**config.mk**
```make
export PLATFORM = sky130hd
export DESIGN_NAME = bcs_regs
export DESIGN_NICKNAME = d
export VERILOG_FILES = /design/src/pkg/bcs_pkg.sv /design/src/hw/bcs_sync2.sv /design/src/hw/bcs_pulse_timer.sv /design/src/hw/bcs_regs.sv
export SDC_FILE = /design/constraint.sdc
export NUM_CORES = 1
export LEC_CHECK = 0
export ABC_AREA = 1
export BUFFER_PORTS_ARGS = -buffer_cell sky130_fd_sc_hd__buf_2
export CORE_ASPECT_RATIO = 0.6
export CORE_MARGIN = 2
export CORE_UTILIZATION = 46
export CTS_CLUSTER_SIZE = 20
export DETAILED_ROUTE_END_ITERATION = 8
export GPL_TIMING_DRIVEN = 0
export PLACE_DENSITY = 0.87
export SLEW_MARGIN = 10
export SYNTH_ARGS = -nofsm -noshare
export SYNTH_HDL_FRONTEND = slang
export SYNTH_SLANG_ARGS = --single-unit
```
**constraint.sdc**
```tcl
create_clock -name core_clk -period 1.35 [get_ports core_clk]
set_clock_uncertainty 0.15 [all_clocks]
set_input_delay 0.135 -clock core_clk [delete_from_list [all_inputs] [get_ports core_clk]]
set_output_delay 0.135 -clock core_clk [all_outputs]
set_load 0.02 [all_outputs]
```
**src/pkg/bcs_pkg.sv**
```systemverilog
// bcs_pkg: offsets, field positions, reset values, timing and carrier types
// for the booster control and status register bank.
// assumes a 100 MHz core clock.
package bcs_pkg;

	// register offsets
	localparam logic [7:0] OFS_STATUS_FLAGS = 8'h00;
	localparam logic [7:0] OFS_RUN_COMMAND = 8'h08;
	localparam logic [7:0] OFS_OUTPUT_AND_CHARGE_END_LEVELS = 8'h09;
	localparam logic [7:0] OFS_BATTERY_FLOOR_SETTING = 8'h0a;
	localparam logic [7:0] OFS_AUTO_RUN_SETTING = 8'h0b;
	localparam logic [7:0] OFS_STORAGE_CEILING_SETTING = 8'h0c;

	// status field positions
	localparam int STS_BATT_FLOOR_BIT = 7;
	localparam int STS_CAP_WARN_BIT = 6;
	localparam int STS_OUT_ALARM_BIT = 5;
	localparam int STS_READY_BIT = 0;

	// command field positions
	localparam int CMD_ON_DEMAND_BIT = 0;
	localparam int CMD_CONTINUOUS_BIT = 1;
	localparam int CMD_FORCE_ACTIVE_BIT = 2;
	localparam int CMD_OPT_RESET_BIT = 3;

	// settings field positions
	localparam int VSET_LSB = 0;
	localparam int VFIX_LSB = 4;
	localparam int VMIN_LSB = 0;
	localparam int AUTO_RUN_BIT = 7;
	localparam int CEILING_BIT = 4;

	// values after reset, and the optimizer slot that selects the fixed code
	localparam logic [3:0] VSET_RESET = 4'h9;
	localparam logic [3:0] VFIX_RESET = 4'h0;
	localparam logic [2:0] VMIN_RESET = 3'h0;
	localparam logic CEILING_RESET = 1'b0;
	localparam logic [3:0] FIXED_SLOT = 4'h0;

	// timing
	localparam int CLK_PERIOD_NS = 10;
	localparam int T_EW_NS = 1000;
	localparam int T_EW_CYCLES = (T_EW_NS + CLK_PERIOD_NS - 1) / CLK_PERIOD_NS;
	localparam int STRAP_SETTLE_CYCLES = 3;

	// strap capture sequence
	typedef enum logic [1:0] {
		BCS_STRAP_WAIT = 2'b01,
		BCS_STRAP_DONE = 2'b10
	} bcs_strap_t;

	// programmed levels and run controls passed to the converter logic
	typedef struct packed {
		logic [3:0] vset;
		logic [3:0] vfix;
		logic [2:0] vmin;
		logic ceiling_high;
		logic auto_run;
		logic on_demand;
		logic continuous;
		logic force_active;
	} bcs_levels_t;

	// analog comparator results, already synchronised
	typedef struct packed {
		logic batt_below_floor;
		logic cap_below_warn;
		logic out_below_set;
	} bcs_cmp_t;

	// state of the register bank, apart from the synchroniser and pulse timer
	typedef struct packed {
		bcs_levels_t lv;
		logic batt_floor_flag;
		logic cap_warn_flag;
		logic out_alarm_flag;
		logic cap_below_d;
		logic opt_reset_pulse;
		logic [7:0] rdata;
		bcs_strap_t strap;
		logic [1:0] strap_cnt;
	} bcs_state_t;

endpackage

```
**src/hw/bcs_sync2.sv**
```systemverilog
// bcs_sync2: two flip-flop synchroniser for a vector of slow levels.
// assumes every bit is an independent level, not a coded word.
`timescale 1ns/1ns
module bcs_sync2 #(
	parameter int WIDTH = 1
) (
	input wire logic core_clk, // core clock
	input wire logic reset, // synchronous reset, active high
	input wire logic [WIDTH-1:0] async_in, // levels from outside the domain
	output logic [WIDTH-1:0] sync_out // synchronised levels
);
	logic [WIDTH-1:0] stage1_r;

	initial begin
		if (WIDTH < 1)
			$error("bcs_sync2: WIDTH must be at least 1");
	end

	always_ff @(posedge core_clk) begin
		if (reset) begin
			stage1_r <= '0;
			sync_out <= '0;
		end else begin
			stage1_r <= async_in;
			sync_out <= stage1_r;
		end
	end
endmodule

```
**src/hw/bcs_pulse_timer.sv**
```systemverilog
// bcs_pulse_timer: holds an active-high window for a fixed number of cycles
// after each start pulse; a new start restarts the window.
// assumes start is a one-cycle pulse on core_clk.
`timescale 1ns/1ns
module bcs_pulse_timer #(
	parameter int CYCLES = bcs_pkg::T_EW_CYCLES
) (
	input wire logic core_clk, // core clock
	input wire logic reset, // synchronous reset, active high
	input wire logic start, // one-cycle start pulse
	output logic busy // high for CYCLES cycles after start
);
	localparam int CW = $clog2(CYCLES + 1);
	logic [CW-1:0] count_r;
	logic [CW-1:0] count_nxt;

	initial begin
		if (CYCLES < 1)
			$error("bcs_pulse_timer: CYCLES must be at least 1");
	end

	always_comb begin
		count_nxt = count_r;
		if (start)
			count_nxt = CW'(CYCLES);
		else if (count_r != '0)
			count_nxt = count_r - 1'b1;
	end

	always_ff @(posedge core_clk) begin
		if (reset)
			count_r <= '0;
		else
			count_r <= count_nxt;
	end

	assign busy = (count_r != '0);
endmodule

```
**src/hw/bcs_regs.sv**
```systemverilog
// bcs_regs: control and status register bank of the battery booster.
// assumes a serial front end that turns bus frames into single-byte
// register reads and writes on core_clk, and a power-on reset.
//
// Overview of operation
// - set battery floor flag when battery dips below floor during Charge
// - battery floor flag stays set until power cycle
// - set capacitor warning flag when capacitor dips below warning in Active
// - capacitor warning drives ready pin low for the warning pulse time
// - output dip below set level in Active sets alarm, drives ready low
// - warning and alarm flags clear at start of next charging cycle
// - command bits: on-demand, continuous, force Active; 1 on, 0 off
// - writing 1 to command bit 3 resets optimizer of current slot
// - auto-run bit defaults 1 on I2C, 0 and unsettable on SPI
// - output level code bits 3:0, reset code 1001
// - fixed end-of-charge code bits 7:4, 0001 lowest to 1111 highest
// - fixed end-of-charge level used only when optimizer slot is zero
// - fixed end-of-charge code resets to 0000; host sets it for slot zero
// - storage ceiling bit 4: 0 lower ceiling default, 1 higher
// - battery floor code bits 2:0, default 000
`timescale 1ns/1ns
module bcs_regs #(
	parameter int EW_PULSE_CYCLES = bcs_pkg::T_EW_CYCLES
) (
	input wire logic core_clk, // core clock
	input wire logic reset, // power-on reset, synchronous, active high
	input wire logic reg_wr, // one-cycle write strobe
	input wire logic reg_rd, // one-cycle read strobe
	input wire logic [7:0] reg_addr, // register offset
	input wire logic [7:0] reg_wdata, // write data
	output logic [7:0] reg_rdata, // read data, valid the cycle after reg_rd
	input wire logic spi_variant_pin, // strap: high on the SPI variant
	input wire logic charge_state, // state machine is in Charge
	input wire logic active_state, // state machine is in Active
	input wire logic charge_start, // one-cycle pulse: charging cycle begins
	input wire logic ready_ind, // ready indication from the state machine
	input wire logic batt_below_floor_pin, // battery_input_pin below floor
	input wire logic cap_below_warn_pin, // capacitor below warning level
	input wire logic out_below_set_pin, // regulated_output_pin below set
	input wire logic [3:0] opt_slot, // selected optimizer slot index
	input wire logic [3:0] learned_end_code, // optimizer end-of-charge code
	output logic ready_pin, // ready pin level, low on warning or alarm
	output bcs_pkg::bcs_levels_t levels, // programmed levels and controls
	output logic [3:0] charge_end_code, // end-of-charge code in use
	output logic opt_reset // one-cycle pulse: discard learned result
);
	bcs_pkg::bcs_state_t st_r;
	bcs_pkg::bcs_state_t st_nxt;
	bcs_pkg::bcs_cmp_t cmp;
	logic spi_variant;
	logic ew_window;
	logic cap_warn_event;
	logic [7:0] status_byte;

	initial begin
		if (EW_PULSE_CYCLES < 1)
			$error("bcs_regs: EW_PULSE_CYCLES must be at least 1");
	end

	bcs_sync2 #(
		.WIDTH(4)
	) u_sync (
		.core_clk(core_clk),
		.reset(reset),
		.async_in({spi_variant_pin, batt_below_floor_pin,
			cap_below_warn_pin, out_below_set_pin}),
		.sync_out({spi_variant, cmp.batt_below_floor,
			cmp.cap_below_warn, cmp.out_below_set})
	);

	// start the low pulse on the entry into the warning condition
	assign cap_warn_event = active_state & cmp.cap_below_warn &
		~st_r.cap_below_d;

	bcs_pulse_timer #(
		.CYCLES(EW_PULSE_CYCLES)
	) u_ew_pulse (
		.core_clk(core_clk),
		.reset(reset),
		.start(cap_warn_event),
		.busy(ew_window)
	);

	assign ready_pin = ready_ind & ~ew_window & ~st_r.out_alarm_flag;

	always_comb begin
		status_byte = 8'h00;
		status_byte[bcs_pkg::STS_BATT_FLOOR_BIT] = st_r.batt_floor_flag;
		status_byte[bcs_pkg::STS_CAP_WARN_BIT] = st_r.cap_warn_flag;
		status_byte[bcs_pkg::STS_OUT_ALARM_BIT] = st_r.out_alarm_flag;
		status_byte[bcs_pkg::STS_READY_BIT] = ready_pin;
	end

	always_comb begin
		st_nxt = st_r;
		st_nxt.opt_reset_pulse = 1'b0;
		st_nxt.cap_below_d = active_state & cmp.cap_below_warn;

		// strap is caught once the synchroniser has settled
		case (st_r.strap)
		bcs_pkg::BCS_STRAP_WAIT: begin
			if (st_r.strap_cnt == 2'(bcs_pkg::STRAP_SETTLE_CYCLES - 1)) begin
				st_nxt.strap = bcs_pkg::BCS_STRAP_DONE;
				st_nxt.lv.auto_run = ~spi_variant;
			end else begin
				st_nxt.strap_cnt = st_r.strap_cnt + 2'h1;
			end
		end
		bcs_pkg::BCS_STRAP_DONE: begin
			st_nxt.strap = bcs_pkg::BCS_STRAP_DONE;
		end
		default: begin
			st_nxt.strap = bcs_pkg::BCS_STRAP_WAIT;
		end
		endcase

		// writes; status and unmapped offsets are ignored
		if (reg_wr) begin
			case (reg_addr)
			bcs_pkg::OFS_RUN_COMMAND: begin
				st_nxt.lv.on_demand =
					reg_wdata[bcs_pkg::CMD_ON_DEMAND_BIT];
				st_nxt.lv.continuous =
					reg_wdata[bcs_pkg::CMD_CONTINUOUS_BIT];
				st_nxt.lv.force_active =
					reg_wdata[bcs_pkg::CMD_FORCE_ACTIVE_BIT];
				st_nxt.opt_reset_pulse =
					reg_wdata[bcs_pkg::CMD_OPT_RESET_BIT];
			end
			bcs_pkg::OFS_OUTPUT_AND_CHARGE_END_LEVELS: begin
				st_nxt.lv.vset = reg_wdata[bcs_pkg::VSET_LSB +: 4];
				st_nxt.lv.vfix = reg_wdata[bcs_pkg::VFIX_LSB +: 4];
			end
			bcs_pkg::OFS_BATTERY_FLOOR_SETTING: begin
				st_nxt.lv.vmin = reg_wdata[bcs_pkg::VMIN_LSB +: 3];
			end
			bcs_pkg::OFS_AUTO_RUN_SETTING: begin
				st_nxt.lv.auto_run = reg_wdata[bcs_pkg::AUTO_RUN_BIT] &
					~spi_variant;
			end
			bcs_pkg::OFS_STORAGE_CEILING_SETTING: begin
				st_nxt.lv.ceiling_high =
					reg_wdata[bcs_pkg::CEILING_BIT];
			end
			default: begin
			end
			endcase
		end

		// flags: clear first so that a coincident event wins
		if (charge_start) begin
			st_nxt.cap_warn_flag = 1'b0;
			st_nxt.out_alarm_flag = 1'b0;
		end
		if (charge_state & cmp.batt_below_floor)
			st_nxt.batt_floor_flag = 1'b1;
		if (active_state & cmp.cap_below_warn)
			st_nxt.cap_warn_flag = 1'b1;
		if (active_state & cmp.out_below_set)
			st_nxt.out_alarm_flag = 1'b1;

		// reads; unmapped offsets answer zero
		if (reg_rd) begin
			case (reg_addr)
			bcs_pkg::OFS_STATUS_FLAGS: st_nxt.rdata = status_byte;
			bcs_pkg::OFS_RUN_COMMAND: begin
				st_nxt.rdata = 8'h00;
				st_nxt.rdata[bcs_pkg::CMD_ON_DEMAND_BIT] = st_r.lv.on_demand;
				st_nxt.rdata[bcs_pkg::CMD_CONTINUOUS_BIT] =
					st_r.lv.continuous;
				st_nxt.rdata[bcs_pkg::CMD_FORCE_ACTIVE_BIT] =
					st_r.lv.force_active;
			end
			bcs_pkg::OFS_OUTPUT_AND_CHARGE_END_LEVELS:
				st_nxt.rdata = {st_r.lv.vfix, st_r.lv.vset};
			bcs_pkg::OFS_BATTERY_FLOOR_SETTING:
				st_nxt.rdata = {5'h00, st_r.lv.vmin};
			bcs_pkg::OFS_AUTO_RUN_SETTING:
				st_nxt.rdata = {st_r.lv.auto_run, 7'h00};
			bcs_pkg::OFS_STORAGE_CEILING_SETTING:
				st_nxt.rdata = {3'h0, st_r.lv.ceiling_high, 4'h0};
			default: st_nxt.rdata = 8'h00;
			endcase
		end
	end

	always_ff @(posedge core_clk) begin
		if (reset) begin
			st_r.lv.vset <= bcs_pkg::VSET_RESET;
			st_r.lv.vfix <= bcs_pkg::VFIX_RESET;
			st_r.lv.vmin <= bcs_pkg::VMIN_RESET;
			st_r.lv.ceiling_high <= bcs_pkg::CEILING_RESET;
			st_r.lv.auto_run <= 1'b0;
			st_r.lv.on_demand <= 1'b0;
			st_r.lv.continuous <= 1'b0;
			st_r.lv.force_active <= 1'b0;
			st_r.batt_floor_flag <= 1'b0;
			st_r.cap_warn_flag <= 1'b0;
			st_r.out_alarm_flag <= 1'b0;
			st_r.cap_below_d <= 1'b0;
			st_r.opt_reset_pulse <= 1'b0;
			st_r.rdata <= 8'h00;
			st_r.strap <= bcs_pkg::BCS_STRAP_WAIT;
			st_r.strap_cnt <= 2'h0;
		end else begin
			st_r <= st_nxt;
		end
	end

	assign reg_rdata = st_r.rdata;
	assign levels = st_r.lv;
	assign opt_reset = st_r.opt_reset_pulse;
	// fixed code applies only in fixed mode
	assign charge_end_code = (opt_slot == bcs_pkg::FIXED_SLOT) ?
		st_r.lv.vfix : learned_end_code;
endmodule

```
==> results of run 1 <==
power by group:
part	switching [mW]	internal (mW)	leakage, nW
clock network	0.447	0.335	0.0359
registers	0.126	1.58	0.393
logic	0.999	0.952	1.13
total	1.57	2.86	1.55
sequential cells by signal, indices dropped and copies added, names as in the netlist:
name,cells
levels,16
reg_rdata,8
st_r,8
u_ew_pulse.count_r,7
u_sync.stage1_r,4
u_sync.sync_out,4
opt_reset,1
kinds of logic after synthesis:
group | Yosys count | share of synthesized area
buffers and inverters | 76 | 0.1710
AO/OA/AOI/OAI | 59 | 0.1412
adder cells (fa/ha/maj) | 3 | 0.01655
XOR/XNOR | 1 | 0.003862
AND/OR/NAND/NOR | 121 | 0.2438
flip-flops | 48 | 0.4236
what timing repair did:
item,in CTS,in global routing
resized for setup,41,36
setup endpoints to repair,15,18
buffers inserted,8,8
hold endpoints to repair,18,0
hold buffers,14,0
pin swaps,8,7
routing by layer:
metal	track usage	wire length, µm	vias to the layer above
li1	-	-	1150
met1	0.2775	2646	1102
met2	0.3840	3248	161
met3	0.06018	650	38
met4	0.08282	289	0
met5	0	0	-
per-stage QoR:
step                      TNS, ns    util  hold slack (ns)
after CTS                 -0.8872  0.6643         0.005256
after global routing       -2.765  0.6968           0.1003
after global placement     -1.794  0.5760           0.1850
after detailed placement   -3.119  0.5760           0.1933
final                      -2.089  0.6968          0.06330
after floorplan           -0.3458       -          0.09197
worst min-delay path by stage:
stage | start | end | slack, ns | depth (start not counted)
4_1_cts | reg_wdata[7] | levels[11] | 0.005 | 3
3_3_place_gp | cap_below_warn_pin | u_sync.stage1_r[1] | 0.19 | 3
5_1_grt | reg_addr[1] | levels[3] | 0.10 | 4
2_1_floorplan | out_below_set_pin | u_sync.stage1_r[0] | 0.09 | 2
6_report | reg_wdata[7] | levels[11] | 0.06 | 3
3_5_place_dp | cap_below_warn_pin | u_sync.stage1_r[1] | 0.19 | 3
cells in the final DEF (no fill, tap or decap), types with 2 or more instances in the layout:
cell,n
buf_2,58
nand2_1,43
dfxtp_1,43
buf_4,34
inv_1,33
nor2_1,26
a21oi_1,26
dlygate4sd3_1,14
nand3_1,13
buf_6,12
o21ai_0,11
nor2_2,10
nand2_4,9
nor2_4,6
o21ai_1,6
inv_2,5
o21ai_2,5
clkbuf_8,5
dfxtp_2,5
nand4_1,4
clkbuf_1,4
a21oi_2,4
inv_4,3
nand2_2,3
clkinv_1,3
o21ai_4,2
nand3_2,2
ha_4,2
worst reg2reg max path, cell delays in order, from the launching register on:
cell and delay (ns):
dfxtp_2 0.33, inv_2 0.08, ha_4 0.16, nand2_4 0.05, nor2_4 0.12, inv_4 0.06
buf_4 0.13, buf_6 0.13, nand3_2 0.05, o211ai_1 0.09, nand2_1 0.11, inv_1 0.06
cell type report:
cell class	instances	share of cell area
sequential	48	0.2979
buffer	30	0.06474
multi-input combinational	184	0.3434
inverter	45	0.05472
tap	63	0.02428
clock buffer	5	0.02119
timing repair buffer	93	0.1938
==> impl_metrics.csv, run 1 <==
group,metric,value,unit
drt,vias_per_cell,5.237,
placed_design,postPlaceCellArea,0.002684,mm²
global_route,grt_pass1_vias,2209,
final_layout,drive_gt1_frac,0.4222,
power_and_ir_drop,p_total,4.437,mW
clocking,htreeDepth,2,
critical_path,critPathKind,"reg2out",
drt,vias,2451,
sta,rsz0062_at_grt,"true",
global_route,grtUsageTotal,0.2252,
critical_path,cp-endpoint,"ready_pin",
critical_path,crit_required,1.07,ns
placed_design,dp_cells,435,
critical_path,cpMaxStageDelayCell,"dfxtp_2",
critical_path,rr_endpoint,"u_ew_pulse.count_r[5]",
critical_path,r2r_start,"u_ew_pulse.count_r[0]",
final_layout,multi_input_area,0.001115,mm²
status,violations,"setup timing",
synth,synth.net_count,347,
sta,hold_viol,0,
critical_path,cp.depth,7,
sta,tightest_slew,0.6078,ns
critical_path,start_kind,"register",
power_and_ir_drop,total_leakage_power,1.555,nW
clocking,cts_buffer_depth,2,
placed_design,gp_congestion,0.8936,
synth,async_reset_ff_frac,0,
final_layout,area_growth,43.13,%
global_route,antenna_found_initial,0,
synth,yosys-top-cells-area,"dfxtp_1, nand2_1, buf_4",
status,status,"finished with violations",
synth,syn_avg_cell_area,7.365,µm²
final_layout,nFillCells,335,
synth,yosysTopAreaCellShare,0.4236,
global_route,grt_max_degree,13,
synth,ys.flop_type,"dfxtp_1",
sta,setup_viol_count_final,13,
sta,fin_crit_sh,1.214,
final_layout,finalNonFillerCells,468,
drt,drtPass1Iterations,5,
drt,wirelength,6.834,mm
drt,post-route-drc-count,0,
critical_path,crit_family,"flip-flops",
clocking,cts_tree,"yes",
critical_path,crit_start,"u_ew_pulse.count_r[0]",
drt,drtIter0Drc,205,
synth,ys_ff_latch,48,
critical_path,crit_fanout,3,
power_and_ir_drop,ir_worst_vdd,0.7413,mV
global_route,grt-ovfl-total,0,
critical_path,r2r_slack,-0.28,ns
sta,fin_ws,-0.2893,ns
clocking,clock-sinks,48,
clocking,clk-insertion-delay-late,0.30,ns
floorplan,die_area,0.005528,mm²
clocking,clockRootBuffer,"clkbuf_8",
floorplan,io_pins,66,
worst_hold_path,min_path_type,"in2reg",
sta,fmax,610.0,MHz
final_layout,layout.nets,446,
critical_path,worst_ep_arrival_time,1.35,ns
final_layout,stdcell_area,0.003247,mm²
synth,synth_edf_count,0,
sta,slew_headroom,0.5948,
flow_run,max_cap_viol_count,0,
clocking,cts_made_buffers,5,
critical_path,cp.buffers_inverters,3,
global_route,grt_pass1_wl,9.646,mm
placed_design,place_hpwl,4.249,mm
drt,wire_per_inst,14.60,µm
placed_design,pre_cts_slack,-0.2406,ns
sta,drv_slew,0,
critical_path,crit_chain,"inv_2 -> ha_4 -> nand2_4 -> nor2_4 -> inv_4 -> nor3_4 -> buf_6",
floorplan,row_count,19,
floorplan,core_area,0.004659,mm²
floorplan,start_util,0.4868,
sta,min_period,1.639,ns
placed_design,io_buffers,64,
drt,ant_nets,0,
synth,yosysMostFrequentCell,"nand2_1",
synth,synthCells,308,
synth,syn_area,0.002268,mm²
synth,ys_seq_area_frac,0.4236,
critical_path,slowest_delay,0.33,ns
synth,ys_types,35,
floorplan,die_h,58.40,µm
synth,synth_common_cells,"nand2_1, dfxtp_1, inv_1",
critical_path,worst_r2r_path_depth,11,
synth,ys_warn_count,0,
synth,yosysTopAreaCell,"dfxtp_1",
critical_path,worstSetupEndpointType,"primary output",
final_layout,seq_area,967.2,µm²
clocking,clkTransAtPathRegs,0.08,ns
floorplan,fp.dieW,94.66,µm
final_layout,diodes,0,
power_and_ir_drop,power_density,1366,mW/mm²
(Power assumes the default switching activity.)
==> run 2: changes to the inputs <==
Settings changed: RECOVER_POWER set to 50.
==> run 2 against run 1 <==
Net effect:
- the flow still finishes with violations (setup timing)
- via count down 0.98%
- non-clock buffer count stayed put
- sequential cell count did not move
- first-iteration DRC count up 15%
- power is essentially flat
- combinational power hardly changed
- critical path type unchanged
- critical endpoint unchanged
==> impl_metrics.csv, run 2 (same netlist as run 1, synthesis figures left out) <==
group,metric,value,unit
global_route,grt-ovfl-total,0,
floorplan,row_count,19,
critical_path,crit_required,1.07,ns
clocking,cts_tree,"yes",
sta,hold_viol,0,
floorplan,die_area,0.005528,mm²
power_and_ir_drop,ir_worst_vdd,0.7418,mV
worst_hold_path,min_path_type,"in2reg",
clocking,cts_made_buffers,5,
critical_path,critPathKind,"reg2out",
flow_run,max_cap_viol_count,0,
global_route,grt_max_degree,13,
clocking,clk-insertion-delay-late,0.30,ns
drt,post-route-drc-count,0,
clocking,htreeDepth,2,
final_layout,layout.nets,446,
drt,drtPass1Iterations,6,
sta,fin_ws,-0.2911,ns
final_layout,final_util,0.6931,
floorplan,core_area,0.004659,mm²
critical_path,r2r_slack,-0.29,ns
global_route,grtUsageTotal,0.2252,
worst_hold_path,hold_path_end,"levels[11]",
drt,wire_per_inst,14.78,µm
floorplan,die_h,58.40,µm
drt,vias,2427,
worst_hold_path,holdPathStages,3,
status,violations,"setup timing",
placed_design,io_buffers,64,
floorplan,start_util,0.4868,
final_layout,mostFrequentLayoutCells,"buf_2, nand2_1, dfxtp_1",
placed_design,place_hpwl,4.249,mm
clocking,clkTransAtPathRegs,0.08,ns
status,status,"finished with violations",
floorplan,io_pins,66,
drt,ant_nets,0,
critical_path,worst_ep_arrival_time,1.36,ns
final_layout,drive_gt1_frac,0.3951,
critical_path,worstSetupEndpointType,"primary output",
global_route,grt_pass1_wl,9.646,mm
critical_path,rr_endpoint,"u_ew_pulse.count_r[5]",
global_route,grt_pass1_vias,2209,
placed_design,dp_cells,435,
clocking,clock-sinks,48,
clocking,cts_buffer_depth,2,
power_and_ir_drop,total_leakage_power,1.516,nW
final_layout,area_growth,42.36,%
sta,fin_crit_sh,1.216,
floorplan,fp.dieW,94.66,µm
sta,slew_headroom,0.5733,
critical_path,crit_fanout,3,
sta,min_period,1.641,ns
final_layout,layout_commonest_cell,"buf_2",
sta,drv_slew,0,
critical_path,r2r_start,"u_ew_pulse.count_r[0]",
final_layout,diodes,0,
sta,fmax,609.3,MHz
drt,drtIter0Drc,235,
final_layout,largest_reg_flops,16,
final_layout,finalNonFillerCells,468,
placed_design,pre_cts_slack,-0.2406,ns
global_route,antenna_found_initial,0,
critical_path,worst_r2r_path_depth,11,
final_layout,nFillCells,343,
clocking,clockRootBuffer,"clkbuf_8",
placed_design,gp_congestion,0.8936,
sta,tightest_slew,0.6400,ns
sta,setup_viol_count_final,22,
drt,vias_per_cell,5.186,
critical_path,start_kind,"register",
worst_hold_path,worstHoldStart,"reg_wdata[7]",
drt,wirelength,6.915,mm
critical_path,crit_start,"u_ew_pulse.count_r[0]",
power_and_ir_drop,power_density,1375,mW/mm²
sta,rsz0062_at_grt,"true",
run 2: what timing repair did:
| action | in CTS | in global routing |
|---|---|---|
| hold buffers | 14 | 0 |
| hold endpoints to repair | 18 | 0 |
| pin swaps | 8 | 7 |
| setup endpoints to repair | 15 | 18 |
| buffers inserted | 8 | 8 |
| gates resized for setup | 41 | 36 |
run 2: power by group:
part	internal [mW]	switching, mW
combinational	0.952	1.00
sequential	1.58	0.126
clock	0.335	0.448
run 2: cell type report:
type / instances / area [µm²] / area share
inverters: 45 / 175.2 / 0.05424
multi-input cells: 184 / 1110 / 0.3437
plain buffers: 30 / 210.2 / 0.06509
well taps: 63 / 78.83 / 0.02441
clock buffers: 5 / 68.82 / 0.02131
repair buffers: 93 / 619.3 / 0.1918
flip-flops and latches: 48 / 967.2 / 0.2995
run 2: worst max-delay path: stages, from the launching register on:
cell	delay, ns
dfxtp_2	0.33
inv_2	0.08
ha_4	0.15
nand2_4	0.05
nor2_4	0.12
inv_4	0.06
nor3_4	0.11
buf_6	0.14
run 2: worst max path at each step:
stage	slack, ns	end	depth (start not counted)
after CTS	-0.24	ready_pin	7
after detailed placement	-0.24	ready_pin	7
after global placement	-0.23	ready_pin	7
after global routing	-0.33	ready_pin	6
final	-0.29	ready_pin	7
after floorplan	-0.07	charge_end_code[0]	3
run 2: routing by layer:
metal  vias up  global-route usage  wire (µm)
li1       1146                   -          -
met1      1110              0.2775       2762
met2       144              0.3840       3299
met3        27             0.06018        590
met4         0             0.08282        263
met5         -                   0          0
run 2: stage by stage:
| step | total power [mW] | hold slack [ns] | area, µm² | setup TNS (ns) |
|---|---|---|---|---|
| finish | 4.441 | 0.06600 | 3229 | -2.531 |
| global placement | 2.530 | 0.1850 | 2684 | -1.794 |
| floorplan | 2.337 | 0.09197 | 2285 | -0.3458 |
| global route | 4.622 | 0.1003 | 3229 | -4.315 |
| detailed placement | 2.597 | 0.1933 | 2684 | -3.119 |
| CTS | 3.775 | 0.005256 | 3095 | -0.8872 |
==> run 3: changes to the inputs <==
Settings changed: ABC_AREA 1 to not set, GPL_ROUTABILITY_DRIVEN set to 1, PLACE_DENSITY 0.87 to not set, PLACE_DENSITY_LB_ADDON set to 0.05.
==> run 3 against run 2 <==
Net effect:
- the run still ends with setup timing left
- cell area down 0.89%
- critical path depth is 1 lower
- power is 6.7% lower
- synthesized area is 1.2% lower
- clock power grew 38%
- non-clock buffer count shrank 4
- critical path type unchanged
==> impl_metrics.csv, run 3 <==
group,metric,value,unit
final_layout,layout.nets,377,
sta,fin_crit_sh,1.284,
clocking,cts_buffer_depth,2,
synth,ys_warn_count,0,
synth,yosysTopAreaCellShare,0.4288,
floorplan,die_area,0.005464,mm²
floorplan,fp.dieW,94.11,µm
final_layout,nFillCells,394,
floorplan,io_pins,66,
clocking,clk-insertion-delay-late,0.29,ns
synth,yosys-top-cells-area,"dfxtp_1, buf_4, mux2i_1",
clocking,cts_tree,"yes",
placed_design,place_hpwl,3.955,mm
clocking,htreeDepth,2,
sta,slew_headroom,0.6558,
power_and_ir_drop,p_sw_frac,0.2991,
drt,drtIter0Drc,101,
synth,ys.flop_type,"dfxtp_1",
power_and_ir_drop,total_leakage_power,1.461,nW
power_and_ir_drop,pwr-share-comb,0.331,
synth,ys_ff_latch,48,
final_layout,largest_reg_flops,16,
critical_path,critPathKind,"reg2out",
drt,ant_nets,0,
synth,ys_seq_area_frac,0.4288,
final_layout,diodes,0,
floorplan,core_area,0.004636,mm²
status,violations,"setup timing",
synth,synth_common_cells,"dfxtp_1, nor2_1, buf_4",
synth,async_reset_ff_frac,0,
placed_design,gp_congestion,0.7400,
critical_path,start_kind,"register",
power_and_ir_drop,ir_worst_vdd,0.6916,mV
critical_path,crit_required,1.07,ns
global_route,grt_pass1_wl,8.797,mm
drt,vias,1989,
worst_hold_path,min_path_type,"in2reg",
critical_path,worstSetupEndpointType,"primary output",
clocking,clock-sinks,48,
power_and_ir_drop,p_clk_frac,0.262,
synth,yosysMostFrequentCell,"dfxtp_1",
floorplan,die_h,58.07,µm
final_layout,seq_area,965.9,µm²
critical_path,crit_chain,"inv_2 -> ha_4 -> nor3b_4 -> and2_4 -> and3_4 -> buf_6",
sta,fin_ws,-0.3836,ns
clocking,clkTransAtPathRegs,0.09,ns
sta,setup_viol_count_final,13,
final_layout,mostFrequentLayoutCells,"buf_2, dfxtp_1, buf_4",
sta,min_period,1.734,ns
sta,rsz0062_at_grt,"true",
drt,wire_per_inst,13.92,µm
global_route,grt_max_degree,16,
power_and_ir_drop,switchingPower,1.240,mW
final_layout,final_util,0.6904,
global_route,grt-ovfl-total,0,
critical_path,slowest_delay,0.34,ns
synth,syn_area,0.002241,mm²
final_layout,layout_commonest_cell,"buf_2",
final_layout,area_growth,42.83,%
flow_run,max_cap_viol_count,0,
sta,drv_slew,0,
final_layout,drive_gt1_frac,0.4012,
placed_design,io_buffers,63,
global_route,grt_pass1_vias,1840,
power_and_ir_drop,power_density,1295,mW/mm²
drt,drtPass1Iterations,5,
critical_path,crit_fanout,2,
critical_path,cpMaxStageDelayCell,"dfxtp_2",
synth,synth.net_count,283,
sta,tightest_slew,0.5164,ns
placed_design,postPlaceCellArea,0.002709,mm²
sta,fmax,576.8,MHz
clocking,clockRootBuffer,"clkbuf_8",
placed_design,pre_cts_slack,-0.4396,ns
synth,ys_types,39,
final_layout,stdcell_area,0.003201,mm²
synth,yosysTopAreaCell,"dfxtp_1",
critical_path,worst_ep_arrival_time,1.45,ns
synth,syn_avg_cell_area,9.184,µm²
clocking,cts_made_buffers,5,
sta,hold_viol,0,
synth,synth_edf_count,0,
status,status,"finished with violations",
floorplan,start_util,0.4834,
power_and_ir_drop,pwr-share-seq,0.407,
final_layout,multi_input_area,0.001199,mm²
synth,synthCells,244,
drt,post-route-drc-count,0,
sta,fin_tns_setup,-1.670,ns
global_route,antenna_found_initial,0,
global_route,grtUsageTotal,0.2101,
power_and_ir_drop,intPower,2.905,mW
floorplan,row_count,19,
drt,wirelength,5.596,mm
drt,vias_per_cell,4.948,
[run 3: area by class of cell]
type,instances,share of cell area
Multi-Input combinational cell,156,0.3745
Clock inverter,2,0.01212
Timing Repair Buffer,88,0.1853
Tap cell,63,0.02463
Inverter,8,0.009382
Clock buffer,6,0.02580
Sequential cell,48,0.3018
Buffer,31,0.06646
[run 3: final timing paths]
path	endpoint	cells past startpoint	from	slack, ns
max	ready_pin	6	u_ew_pulse.count_r[1]	-0.38
min	reg_rdata[2]	3	reg_rd	0.01
max reg2reg	u_ew_pulse.count_r[2]	7	u_ew_pulse.count_r[0]	-0.30
min reg2reg	u_sync.sync_out[0]	1	u_sync.stage1_r[0]	0.30
[run 3: layer usage]
layer | track usage | vias to the layer above | routed length, µm
met5 | 0 | - | 0
met4 | 0.04348 | 0 | 33
met3 | 0.04811 | 5 | 346
met2 | 0.3112 | 76 | 2367
met1 | 0.3146 | 888 | 2848
li1 | - | 1020 | -
[run 3: cell families after synthesis]
logic type / after synthesis / synth area share
AND/OR/NAND/NOR: 92 / 0.2278
flip-flops: 48 / 0.4288
buffers and inverters: 40 / 0.1072
AO/OA/AOI/OAI: 37 / 0.1122
multiplexers: 20 / 0.09157
XOR/XNOR: 4 / 0.01563
adder cells (fa/ha/maj): 3 / 0.01675
[run 3: timing repair]
action / 4_1_cts / 5_1_grt
hold buffers: 15 / 0
gates resized for setup: 29 / 18
setup buffers: 6 / 4
setup endpoints to repair: 28 / 40
pin swaps: 9 / 3
endpoints found under the hold margin: 24 / 0
cloned: 0 / 0
[run 3: power by group through the flow]
stage               logic (mW)  clock network [mW]  registers, mW
floorplan                0.800                   0           1.68
global placement          1.01                   0           1.70
detailed placement        1.03                   0           1.71
CTS                       1.25                1.11           1.67
global route              1.50                1.18           1.70
finish                    1.37                1.08           1.69
[run 3: metrics by stage]
stage	instances	total power, mW	hold WS, ns
2_1_floorplan	244	2.482	0.1132
3_3_place_gp	370	2.715	0.1954
3_5_place_dp	370	2.737	0.1966
4_1_cts	398	4.026	0.009303
5_1_grt	402	4.383	0.03966
6_report	402	4.144	0.01255
[run 3: worst max-delay path, delay by kind of cell (launching register included)]
| family | cells | cell delay (ns) |
|---|---|---|
| and+or+nand+nor | 3 | 0.52 |
| DFF | 1 | 0.34 |
| buffers and inverters | 2 | 0.17 |
| adders and majority gates | 1 | 0.13 |
